**config.mk**
```make
export PLATFORM = sky130hd
export DESIGN_NAME = pacs_regs
export DESIGN_NICKNAME = d
export VERILOG_FILES = /design/src/shared/pacs_pkg.sv /design/src/rtl/pacs_regs.sv
export SDC_FILE = /design/constraint.sdc
export NUM_CORES = 1
export LEC_CHECK = 0
export BUFFER_PORTS_ARGS = -buffer_cell sky130_fd_sc_hd__buf_4
export CAP_MARGIN = 20
export CORE_ASPECT_RATIO = 1.1
export CORE_UTILIZATION = 48
export DETAILED_ROUTE_END_ITERATION = 10
export GPL_ROUTABILITY_DRIVEN = 1
export PLACE_DENSITY_LB_ADDON = 0.12
export SLEW_MARGIN = 20
export SYNTH_ARGS = -nofsm -noshare
export SYNTH_HDL_FRONTEND = slang
export SYNTH_SLANG_ARGS = --single-unit
export TNS_END_PERCENT = 100
```
**constraint.sdc**
```tcl
create_clock -name aclk -period 2.55 [get_ports aclk]
set_input_delay 0.1275 -clock aclk [delete_from_list [all_inputs] [get_ports aclk]]
set_output_delay 0.1275 -clock aclk [all_outputs]
set_load 0.05 [all_outputs]
```
**src/shared/pacs_pkg.sv**
```systemverilog
// Constants and carrier types for the PHY auxiliary control/status bank
// How it works
// Next-page ack-2 bit 12, writable, reset 0
// Next-page bit 11 reads live toggle value
// Next-page bits 10..0 writable message, reset 1
// Partner next page read-only, reset 0
// Control bit 13 turns transmitter off
// Control bit 10 bypasses 4B/5B coding
// Control bit 9 disables scrambler and descrambler
// Control bit 8 skips NRZ/NRZI conversion
// Host writes zero to reserved control bits
// Status bits 9, 8 show lock, link
// False carrier, bad delimiter latch until read
// Receive, transmit errors latch until read
// Lock, three-level code errors latch until read
// Receive error packet counter, clears on read
// False carrier counter, clears on read
// Aux bit 15 disables jabber protection
// Aux bit 14 disables link integrity test
// Aux bits 7..6 pick squelch, never 11
// Counters saturate; read-clear keeps same-cycle event
// Event during clearing read stays set
package pacs_pkg;

   // Register indices; byte address is four times the index
   localparam logic [3:0] IDX_NP_TX = 4'h7;
   localparam logic [3:0] IDX_LP_RX = 4'h8;
   localparam logic [3:0] IDX_CTL   = 4'h9;
   localparam logic [3:0] IDX_STAT  = 4'hA;
   localparam logic [3:0] IDX_RXEC  = 4'hB;
   localparam logic [3:0] IDX_FCC   = 4'hC;
   localparam logic [3:0] IDX_ACS   = 4'hD;
   localparam logic [3:0] IDX_NONE  = 4'hF;

   // Field positions
   localparam int NP_NEXT  = 15;
   localparam int NP_MSGPG = 13;
   localparam int NP_ACK2  = 12;
   localparam int NP_TOG   = 11;
   localparam int CT_TXOFF = 13;
   localparam int CT_4B5B  = 10;
   localparam int CT_SCR   = 9;
   localparam int CT_NRZI  = 8;
   localparam int ST_LOCK  = 9;
   localparam int ST_LINK  = 8;
   localparam int ST_EV_W  = 6;
   localparam int AC_JAB   = 15;
   localparam int AC_LINK  = 14;
   localparam int AC_SQ    = 6;
   localparam int AC_ANI   = 3;

   // Values after reset and masks
   localparam logic [15:0] NP_RST    = 16'h2001;
   localparam logic [15:0] NP_WMASK  = 16'hB7FF;
   localparam logic [15:0] LP_MASK   = 16'hBFFF;
   localparam logic [1:0]  SQ_NORMAL = 2'h0;
   localparam logic [1:0]  SQ_BANNED = 2'h3;
   localparam logic [1:0]  RESP_OKAY = 2'h0;
   localparam logic [1:0]  RESP_SLV  = 2'h2;

   // Latched error events, packed to match status bits 5..0
   typedef struct packed {
      logic false_carrier_seen;
      logic stream_end_error_seen;
      logic receive_error_seen;
      logic transmit_error_seen;
      logic lock_error_seen;
      logic three_level_code_error_seen;
   } pacs_err_t;

   // Live levels and counter pulses from the line side
   typedef struct packed {
      logic descrambler_locked;
      logic fast_link_pass;
      logic autoneg_active_flag;
      logic tx_toggle;
      logic rx_err_packet;
      logic false_carrier_sense;
   } pacs_line_t;

   // Control levels steering the datapath
   typedef struct packed {
      logic       transmitter_off;
      logic       block_code_bypass;
      logic       scrambler_off;
      logic       line_inversion_off;
      logic       jabber_off;
      logic       link_test_off;
      logic [1:0] squelch_select;
   } pacs_ctrl_t;

endpackage

```
**src/rtl/pacs_regs.sv**
```systemverilog
// AXI4-Lite register bank for the PHY auxiliary control/status registers
`timescale 1ns/1ps
`default_nettype none
module pacs_regs
   import pacs_pkg::*;
#(
   parameter int AW    = 8,
   parameter int CNT_W = 8
)(
   input  wire logic             aclk,
   input  wire logic             aresetn,
   input  wire logic [AW-1:0]    awaddr,
   input  wire logic             awvalid,
   output var  logic             awready,
   input  wire logic [31:0]      wdata,
   input  wire logic [3:0]       wstrb,
   input  wire logic             wvalid,
   output var  logic             wready,
   output var  logic [1:0]       bresp,
   output var  logic             bvalid,
   input  wire logic             bready,
   input  wire logic [AW-1:0]    araddr,
   input  wire logic             arvalid,
   output var  logic             arready,
   output var  logic [31:0]      rdata,
   output var  logic [1:0]       rresp,
   output var  logic             rvalid,
   input  wire logic             rready,
   input  wire pacs_err_t        err_i,
   input  wire pacs_line_t       line_i,
   input  wire logic [15:0]      partner_page_i,
   output var  pacs_ctrl_t       ctrl_o,
   output var  logic [15:0]      np_page_o
);

   ////////////////////////////////////////////////////////////////////////
   // Elaboration checks
   if (AW < 6)
   begin : g_aw_chk
      $error("AW too small for the register map");
   end
   if (CNT_W < 1 || CNT_W > 8)
   begin : g_cnt_chk
      $error("CNT_W must lie in 1..8");
   end

   // Word index of an address, IDX_NONE when outside the map
   function automatic logic [3:0] reg_sel(input logic [AW-1:0] a);
      logic [3:0] i;
      i = a[5:2];
      if (a[AW-1:6] != '0 || a[1:0] != 2'h0)
         i = IDX_NONE;
      else if (i < IDX_NP_TX || i > IDX_ACS)
         i = IDX_NONE;
      return i;
   endfunction

   // Byte-lane merge of a 16-bit register
   function automatic logic [15:0] merge(input logic [15:0] old,
                                         input logic [15:0] nw,
                                         input logic [1:0]  st);
      logic [15:0] r;
      r = old;
      if (st[0])
         r[7:0] = nw[7:0];
      if (st[1])
         r[15:8] = nw[15:8];
      return r;
   endfunction

   ////////////////////////////////////////////////////////////////////////
   // Bus handshake state
   logic              awready_q;
   logic              wready_q;
   logic              bvalid_q;
   logic [1:0]        bresp_q;
   logic              arready_q;
   logic              rvalid_q;
   logic [1:0]        rresp_q;
   logic [31:0]       rdata_q;
   logic [15:0]       np_q;
   pacs_ctrl_t        ctrl_q;
   logic [ST_EV_W-1:0] stat_q;
   logic [CNT_W-1:0]  cnt_q [2];
   logic [15:0]       rd_val;
   logic              rd_ok;
   logic [3:0]        wr_sel;
   logic [3:0]        rd_sel;
   logic              wr_go;
   logic              wr_hs;
   logic              rd_go;
   logic              rd_hs;
   logic [15:0]       wd;
   logic [1:0]        ws;
   logic [15:0]       wm;
   logic              clr_stat;
   logic [1:0]        cnt_ev;
   logic [1:0]        cnt_clr;

   assign wr_sel = reg_sel(awaddr);
   assign rd_sel = reg_sel(araddr);
   assign wd     = wdata[15:0];
   assign ws     = wstrb[1:0];

   // Both write channels are taken together, one write at a time
   assign wr_go = awvalid & wvalid & ~awready_q & ~bvalid_q;
   assign wr_hs = awvalid & awready_q & wvalid & wready_q;
   assign rd_go = arvalid & ~arready_q & ~rvalid_q;
   assign rd_hs = arvalid & arready_q;

   // Ready pulses for one cycle only
   always_ff @(posedge aclk)
   begin
      if (!aresetn)
      begin
         awready_q <= 1'b0;
         wready_q  <= 1'b0;
         arready_q <= 1'b0;
      end
      else
      begin
         awready_q <= wr_go;
         wready_q  <= wr_go;
         arready_q <= rd_go;
      end
   end

   // Write response, held until bready
   always_ff @(posedge aclk)
   begin
      if (!aresetn)
      begin
         bvalid_q <= 1'b0;
         bresp_q  <= RESP_OKAY;
      end
      else if (wr_hs)
      begin
         bvalid_q <= 1'b1;
         bresp_q  <= (wr_sel == IDX_NONE) ? RESP_SLV : RESP_OKAY;
      end
      else if (bready)
         bvalid_q <= 1'b0;
   end

   ////////////////////////////////////////////////////////////////////////
   // Local next page; toggle bit is never stored, read live
   assign wm = merge(np_q, wd, ws);

   always_ff @(posedge aclk)
   begin
      if (!aresetn)
         np_q <= NP_RST;
      else if (wr_hs && wr_sel == IDX_NP_TX)
         np_q <= wm & NP_WMASK;
   end

   // Control bits; reserved bits are dropped on write
   always_ff @(posedge aclk)
   begin
      if (!aresetn)
      begin
         ctrl_q.transmitter_off    <= 1'b0;
         ctrl_q.block_code_bypass  <= 1'b0;
         ctrl_q.scrambler_off      <= 1'b0;
         ctrl_q.line_inversion_off <= 1'b0;
      end
      else if (wr_hs && wr_sel == IDX_CTL && ws[1])
      begin
         ctrl_q.transmitter_off    <= wd[CT_TXOFF];
         ctrl_q.block_code_bypass  <= wd[CT_4B5B];
         ctrl_q.scrambler_off      <= wd[CT_SCR];
         ctrl_q.line_inversion_off <= wd[CT_NRZI];
      end
   end

   // Auxiliary control; a write of the banned squelch code is ignored
   always_ff @(posedge aclk)
   begin
      if (!aresetn)
      begin
         ctrl_q.jabber_off     <= 1'b0;
         ctrl_q.link_test_off  <= 1'b0;
         ctrl_q.squelch_select <= SQ_NORMAL;
      end
      else if (wr_hs && wr_sel == IDX_ACS)
      begin
         if (ws[1])
         begin
            ctrl_q.jabber_off    <= wd[AC_JAB];
            ctrl_q.link_test_off <= wd[AC_LINK];
         end
         if (ws[0] && wd[AC_SQ+1:AC_SQ] != SQ_BANNED)
            ctrl_q.squelch_select <= wd[AC_SQ+1:AC_SQ];
      end
   end

   ////////////////////////////////////////////////////////////////////////
   // Sticky error bits; a new event outweighs the read clear
   assign clr_stat = rd_hs && rd_sel == IDX_STAT;

   always_ff @(posedge aclk)
   begin
      if (!aresetn)
         stat_q <= '0;
      else
         stat_q <= (clr_stat ? '0 : stat_q) | err_i;
   end

   // Event counters, saturating and cleared on read
   assign cnt_ev  = {line_i.false_carrier_sense, line_i.rx_err_packet};
   assign cnt_clr = {rd_hs && rd_sel == IDX_FCC, rd_hs && rd_sel == IDX_RXEC};

   for (genvar k = 0; k < 2; k++)
   begin : g_cnt
      always_ff @(posedge aclk)
      begin
         if (!aresetn)
            cnt_q[k] <= '0;
         else if (cnt_clr[k])
            cnt_q[k] <= CNT_W'(cnt_ev[k]);
         else if (cnt_ev[k] && cnt_q[k] != '1)
            cnt_q[k] <= cnt_q[k] + 1'b1;
      end
   end

   ////////////////////////////////////////////////////////////////////////
   // Read multiplexer; reserved bits read as zero
   always_comb
   begin
      rd_val = 16'h0000;
      rd_ok  = 1'b1;
      case (rd_sel)
         IDX_NP_TX:
         begin
            rd_val         = np_q;
            rd_val[NP_TOG] = line_i.tx_toggle;
         end
         IDX_LP_RX:
            rd_val = partner_page_i & LP_MASK;
         IDX_CTL:
         begin
            rd_val[CT_TXOFF] = ctrl_q.transmitter_off;
            rd_val[CT_4B5B]  = ctrl_q.block_code_bypass;
            rd_val[CT_SCR]   = ctrl_q.scrambler_off;
            rd_val[CT_NRZI]  = ctrl_q.line_inversion_off;
         end
         IDX_STAT:
         begin
            rd_val[ST_LOCK]         = line_i.descrambler_locked;
            rd_val[ST_LINK]         = line_i.fast_link_pass;
            rd_val[ST_EV_W-1:0]     = stat_q;
         end
         IDX_RXEC:
            rd_val[CNT_W-1:0] = cnt_q[0];
         IDX_FCC:
            rd_val[CNT_W-1:0] = cnt_q[1];
         IDX_ACS:
         begin
            rd_val[AC_JAB]          = ctrl_q.jabber_off;
            rd_val[AC_LINK]         = ctrl_q.link_test_off;
            rd_val[AC_SQ+1:AC_SQ]   = ctrl_q.squelch_select;
            rd_val[AC_ANI]          = line_i.autoneg_active_flag;
         end
         default:
            rd_ok = 1'b0;
      endcase
   end

   // Read data captured at the address handshake, held until rready
   always_ff @(posedge aclk)
   begin
      if (!aresetn)
      begin
         rvalid_q <= 1'b0;
         rresp_q  <= RESP_OKAY;
         rdata_q  <= 32'h0000_0000;
      end
      else if (rd_hs)
      begin
         rvalid_q <= 1'b1;
         rresp_q  <= rd_ok ? RESP_OKAY : RESP_SLV;
         rdata_q  <= {16'h0000, rd_val};
      end
      else if (rready)
         rvalid_q <= 1'b0;
   end

   // Outputs straight from flip-flops
   assign awready   = awready_q;
   assign wready    = wready_q;
   assign bvalid    = bvalid_q;
   assign bresp     = bresp_q;
   assign arready   = arready_q;
   assign rvalid    = rvalid_q;
   assign rresp     = rresp_q;
   assign rdata     = rdata_q;
   assign ctrl_o    = ctrl_q;
   assign np_page_o = np_q;
endmodule // pacs_regs
`default_nettype wire

```
==> metrics.log, run 1 <==
INFO  metric dpl.hpwl = 6.734 mm
INFO  metric final.period_utilization = 78.91%
INFO  metric floorplan.initialDensity = 49.39%
INFO  metric wl_per_cell = 15.70 um
INFO  metric critical-path-top-delay-family = simple AND/OR/NAND/NOR gates
INFO  metric die_h = around 91 um
INFO  metric synth-edff-count = 16
INFO  metric headroom_to_the_max_slew_limit = 52.77%
INFO  metric cp_data_required_time = 2.56 ns
INFO  metric synthesis.area_per_instance = between 9 and 10 um^2
INFO  metric flops_latches_synth = between 60 and 70
INFO  metric i_o_pins = 152
INFO  metric hold_viol_final = 0
INFO  metric portBuffers = 111
INFO  metric synth_compound_gate_area_share = 14.44%
INFO  metric post_cts_resize_count = 0
INFO  metric synth_top_flop_cell = dfxtp_1
INFO  metric result_of_the_run = complete, no violations
INFO  metric setup_violations = 0
INFO  metric die_area = 7511 um^2
INFO  metric n_fill_cell = around 600
INFO  metric gp_routability_congestion = 0.8397
INFO  metric max_freq = 496.9 MHz
INFO  metric path_clk_slew = 0.07 ns
INFO  metric synthCells = about 380
INFO  metric drt_pre_antenna_iters = 4
INFO  metric path_class = flip-flop to flip-flop
INFO  metric final.setup.tns = 0 ns
INFO  metric detail-route-antenna-nets = 0
INFO  metric std_cell_rows = 32
INFO  metric synth.largest_area_cell = dfxtp_1
INFO  metric synth-async-reset-ratio = 0%
INFO  metric seqCellArea = 1481 um^2
INFO  metric post-route-util = 65.00%
INFO  metric max_slew_violations = 0
INFO  metric unrepaired_setup_endpoints_after_global_routing = no
INFO  metric clock_tree.buffer_depth = 2
INFO  metric synth_seq_area_share = 43.05%
INFO  metric critPathMaxStageDelay = 0.47 ns
INFO  metric final_min_period = 2.012 ns
INFO  metric routed_via_density = 5.494
INFO  metric p_leak = 0.001879 uW
INFO  metric drt_first_iter_violations = ~240
INFO  metric synth_simple_gate_area_share = between 20% and 30%
INFO  metric syn_area = between 3000 and 4000 um^2
INFO  metric critical_path_cell_by_cell = ha_1 -> nand2_1 -> nor3_1 -> nand4b_1 -> nand3_1
INFO  metric timing.critical_path.slowest_stage_cell = edfxtp_1
INFO  metric finalWirelength = 9.155 mm
INFO  metric clock-root-buffer = clkbuf_8
INFO  metric worst_hold_path_type = input pin to flip-flop
INFO  metric syn_to_final_growth = 31.60%
INFO  metric first_global_vias = between 2,000 and 3,000
INFO  metric grt_antenna_before_repair = 0
INFO  metric max-vdd-ir-drop = 0.3005 mV
INFO  metric cts_sinks = 66
INFO  metric multi_input_comb_area = 1778 um^2
INFO  metric coreArea = 6967 um^2
INFO  metric total_grt_usage = approximately a quarter
INFO  metric buffers_plus_inverters_on_the_worst_setup_path = 0
INFO  metric netlist_top_cells_area = dfxtp_1, edfxtp_1, mux2i_1, nand2_1, buf_4
INFO  metric design.final.nets = 582
INFO  metric worstPathArrival = 2.02 ns
INFO  metric power.density = 516.1 nW/um^2
INFO  metric maxCapViolCount = 0
INFO  metric grt_start_max_net_pins = 32
INFO  metric post-synth-top-area-fraction = 29.09%
INFO  metric worstSetupEndpointType = flip-flop
INFO  metric critical_path.startpoint_type = flip-flop
INFO  metric grt_first_pass_wirelength = 14.26 mm
INFO  metric clock_latency = 0.35 ns
INFO  metric layout-drive-gt1-share = between 20% and 30%
INFO  metric yosysWarningCount = 0
INFO  metric antenna_cells = 0
INFO  metric post_synth_fa_ha_maj_area_fraction = less than 1%
INFO  metric cts_max_level = 3
INFO  metric grt_remaining_overflow = 0
INFO  metric worst_clock_skew = 0.01035 ns
INFO  metric vias = 3,203
INFO  metric worst_slew_pin_tran = roughly 0.7 ns
INFO  metric xor_xnor_share_of_the_synthesized_area = 3.309%
INFO  metric die_width = 82.73 um
INFO  metric tritoncts.num_buffers = 9
INFO  metric critical_path_peak_fanout = 8
INFO  metric post_synth_num_cell_types = 54
INFO  metric synth_top_family_by_area = simple AND/OR/NAND/NOR gates
INFO  metric drcViolationCount = 0
INFO  metric synth.mux.area_fraction = 7.709%
INFO  metric cts_tree = yes
[cells in the mapped netlist (3+ instances only)]
cell and number:
nand3_1 13, a21oi_1 14, a22o_1 9, dfxtp_1 50, nand2b_1 4, nand2_1 46
mux2_2 4, clkbuf_1 12, nor3_1 7, xnor2_1 8, nand4_1 5, mux2i_1 22
xor2_1 5, nor4_1 3, buf_4 21, nor2b_1 4, buf_1 4, edfxtp_1 16
and3_1 3, o21ai_0 16, a22oi_1 13, nor3b_1 4, nand3b_1 3, inv_1 7
a31oi_1 4, o31ai_1 4, nor2_1 40
[where the power goes]
part           internal [uW]  switching (uW)  total, uW
Clock                    460             406        865
Sequential              1100            30.9       1130
Combinational            134             205        339
Total                   1700             641       2340
[path summary, 6_finish.rpt]
path | end | slack (ns) | cells past startpoint | from
setup reg to reg | cnt_q[0][6] | 0.54 | 5 | cnt_q[0][0]
setup / recovery | cnt_q[0][6] | 0.54 | 5 | cnt_q[0][0]
hold reg to reg | rdata[8] | 0.46 | 2 | rdata[8]
hold / removal | np_page_o[5] | 0.01 | 3 | wdata[5]
[logic make-up after synthesis]
group	Yosys count
AND/OR/NAND/NOR	152
AO/OA/AOI/OAI	73
flip-flops	66
buffers and inverters	46
multiplexers	26
XOR/XNOR	13
adder cells (fa/ha/maj)	2
other	1
[per-layer routing]
layer	vias up	routed length (um)	share of wire (%)	global-route usage, %
li1	1560	-	-	-
met1	1493	4019	44	33.31
met2	133	4226	46	39.69
met3	17	670	7.3	5.556
met4	0	238	2.6	10.78
met5	-	0	0	0
[layout make-up]
type                    count  share of cell area (%)
clock buffers              12                   3.896
clock inverters             4                  0.4974
inverters                   8                  0.6632
multi-input cells         286                   39.27
flip-flops and latches     66                   32.72
well taps                  85                   2.349
repair buffers            122                   20.61
[sequential cells by signal (all words and copies together), names as in the netlist]
name       cells
ctrl_o         8
bvalid         1
stat_q         6
cnt_q         16
wready         1
rresp          1
rdata         16
rvalid         1
bresp          1
arready        1
np_page_o     14
[through the flow]
stage,hold slack [ns],area [um^2],cells,setup WS (ns),power [uW]
finish,0.01391,4528,583,0.5377,2337
global route,0.02976,4528,583,0.3478,2429
CTS,0.004331,4528,583,0.5179,2346
detailed placement,0.3383,4259,560,0.5072,1483
global placement,0.3297,4259,560,0.5275,1477
floorplan,0.2449,3512,398,0.4428,1375
[repair_timing]
item | in CTS | in global routing
hold buffers | 7 | 0
buffers inserted | 0 | 0
endpoints found under the hold margin | 7 | 0
[placed cells by master (no fill, tap or decap), types with 4 or more instances in the layout]
cell / count
xnor2_1: 8
clkbuf_8: 11
o21ai_0: 16
nand4_1: 5
xor2_1: 5
dfxtp_1: 50
nor3_1: 7
a31oi_1: 4
mux2_2: 4
a22o_1: 9
edfxtp_1: 16
dlygate4sd3_1: 7
nor3b_1: 4
inv_1: 7
nand2b_1: 4
o31ai_1: 4
a21oi_1: 14
nor2b_1: 4
buf_4: 115
nand2_1: 46
nand3_1: 13
a22oi_1: 13
conb_1: 20
mux2i_1: 22
nor2_1: 40
[worst register-to-register path, stage by stage (launching register included)]
cell and delay [ns]:
edfxtp_1 0.47, ha_1 0.29, nand2_1 0.10, nor3_1 0.06
nand4b_1 0.36, nand3_1 0.41
(Power assumes the default switching activity.)
==> run 2: changes to the inputs <==
Settings changed: CORE_UTILIZATION 48 to 43.
Clock period 2.55 ns to 1.75 ns, I/O delays scaled along.
==> metrics.log, run 2 (synthesized netlist as in run 1, its figures left out) <==
INFO  metric final_min_period = 1.663 ns (-0.3493 ns)
INFO  metric drt_first_iter_violations = 168 (-29%)
INFO  metric std_cell_rows = 33 (+3.1%)
INFO  metric worst_hold_path_type = input pin to flip-flop
INFO  metric holdPathStages = 2 (-1)
INFO  metric max_freq = 601.3 MHz (+21%)
INFO  metric most-common-layout-cells = buf_4, dfxtp_1, nand2_1, nor2_1, dlygate4sd3_1
INFO  metric setup_violations = 0 (unchanged)
INFO  metric die_width = 87.29 um (+5.5%)
INFO  metric max-vdd-ir-drop = 0.4277 mV (+42%)
INFO  metric i_o_pins = 152 (unchanged)
INFO  metric final.setup.tns = 0 ns (unchanged)
INFO  metric final.period_utilization = 95.03% (+16 points)
INFO  metric vias = 3,309 (+3.3%)
INFO  metric die_h = 95.82 um (+5.5%)
INFO  metric floorplan.initialDensity = 45.29% (-4.1 points)
INFO  metric pwr_total = 3518 uW (+51%)
INFO  metric coreArea = 7597 um^2 (+9.1%)
INFO  metric power.density = 714.1 nW/um^2 (+38%)
INFO  metric syn_to_final_growth = 43.20%
INFO  metric grt_first_pass_wirelength = 15.08 mm (+5.8%)
INFO  metric unrepaired_setup_endpoints_after_global_routing = no
INFO  metric worstPathArrival = 1.77 ns (-0.25 ns)
INFO  metric grt_antenna_before_repair = 0 (unchanged)
INFO  metric routed_via_density = 5.170 (-5.9%)
INFO  metric p_leak = 0.002057 uW (+9.5%)
INFO  metric hold-worst-slack = 0.01507 ns (+0.001168 ns)
INFO  metric layout-drive-gt1-share = 32.15% (+3.0 points)
INFO  metric n_fill_cell = 706 (+16%)
INFO  metric portBuffers = 111 (unchanged)
INFO  metric maxCapViolCount = 0 (unchanged)
INFO  metric path_class = flip-flop to flip-flop
INFO  metric finalWirelength = 9.517 mm (+4.0%)
INFO  metric critical_path.startpoint_type = flip-flop
INFO  metric hold_viol_final = 0 (unchanged)
INFO  metric die_area = 8364 um^2 (+11%)
INFO  metric wl_per_cell = 14.87 um (-5.3%)
INFO  metric clock_latency = 0.35 ns (about the same)
INFO  metric cts_tree = yes
INFO  metric drt_pre_antenna_iters = 4 (unchanged)
INFO  metric cts_sinks = 66 (unchanged)
INFO  metric cp_data_required_time = 1.86 ns (-0.70 ns)
INFO  metric tritoncts.num_buffers = 9 (unchanged)
INFO  metric cts_max_level = 3 (unchanged)
INFO  metric clock-root-buffer = clkbuf_8
INFO  metric path_clk_slew = 0.08 ns (about the same)
INFO  metric dpl.hpwl = 7.210 mm (+7.1%)
INFO  metric result_of_the_run = complete, no violations
INFO  metric max_slew_violations = 0 (unchanged)
INFO  metric antenna_cells = 0 (unchanged)
INFO  metric gp_routability_congestion = 0.8346 (-0.61%)
INFO  metric grt_remaining_overflow = 0 (unchanged)
INFO  metric first_global_vias = 3,113 (+3.9%)
INFO  metric critical_path_peak_fanout = 6 (-2)
INFO  metric worst_clock_skew = 0.008834 ns (-0.001517 ns)
INFO  metric drcViolationCount = 0 (unchanged)
INFO  metric grt_start_max_net_pins = 32 (unchanged)
INFO  metric detail-route-antenna-nets = 0 (unchanged)
INFO  metric clock_tree.buffer_depth = 2 (unchanged)
INFO  metric worstSetupEndpointType = flip-flop
INFO  metric design.final.nets = 619 (+6.4%)
INFO  metric timing.reg2reg.worst_path_depth = 6 (+1)
INFO  metric total_grt_usage = 23.97% (-1.5 points)
INFO  metric leading_cell_type_in_the_layout_fill_and_taps_excluded = buf_4
run 2: area by class of cell:
type | instances | area, um^2 | share of cell area (%)
Clock buffer | 10 | 137.6 | 2.793
Timing Repair Buffer | 159 | 1266 | 25.70
Inverter | 8 | 30.03 | 0.6094
Clock inverter | 6 | 63.81 | 1.295
Tap cell | 105 | 131.4 | 2.666
Multi-Input combinational cell | 286 | 1809 | 36.72
Sequential cell | 66 | 1489 | 30.22
run 2: path summary, 6_finish.rpt:
path | start | end | slack [ns]
max reg2reg | cnt_q[0][1] | cnt_q[0][7] | 0.09
min | arvalid | arready | 0.02
max | cnt_q[0][1] | cnt_q[0][7] | 0.09
min reg2reg | arready | arready | 0.44
run 2: critical path: stages, from the launching register on:
cell	delay [ns]
edfxtp_1	0.42
ha_1	0.25
nand2_1	0.10
nor3_1	0.20
nand4b_1	0.20
buf_4	0.18
nor2_1	0.05
run 2: metrics by stage:
step | cells | util (%) | setup slack (ns) | cell area (um^2)
6_report | 640 | 64.86 | 0.08701 | 4927
3_5_place_dp | 599 | 58.75 | -0.1842 | 4463
4_1_cts | 639 | 64.56 | 0.05035 | 4905
2_1_floorplan | 398 | - | -0.03022 | 3538
3_3_place_gp | 599 | 58.75 | -0.1458 | 4463
5_1_grt | 640 | 64.86 | 0.002207 | 4927
run 2: power by group:
part	leakage [uW]	total (uW)	switching [uW]	internal [uW]
sequential	0.000580	1640	36.1	1600
combinational	0.00137	564	320	245
clock	0.000103	1310	617	698
run 2: layer usage:
| metal | global-route usage (%) | up-vias | wire [um] |
|---|---|---|---|
| met2 | 40.82 | 113 | 4741 |
| met5 | 0 | - | 0 |
| met3 | 5.232 | 15 | 608 |
| met1 | 29.06 | 1546 | 4009 |
| li1 | - | 1635 | - |
| met4 | 10.52 | 0 | 157 |
run 2: what timing repair did:
action	4_1_cts	5_1_grt
buffers inserted	0	1
endpoints found under the hold margin	27	0
hold buffers	24	0
endpoints found under the setup margin	0	23
resized for setup	0	3
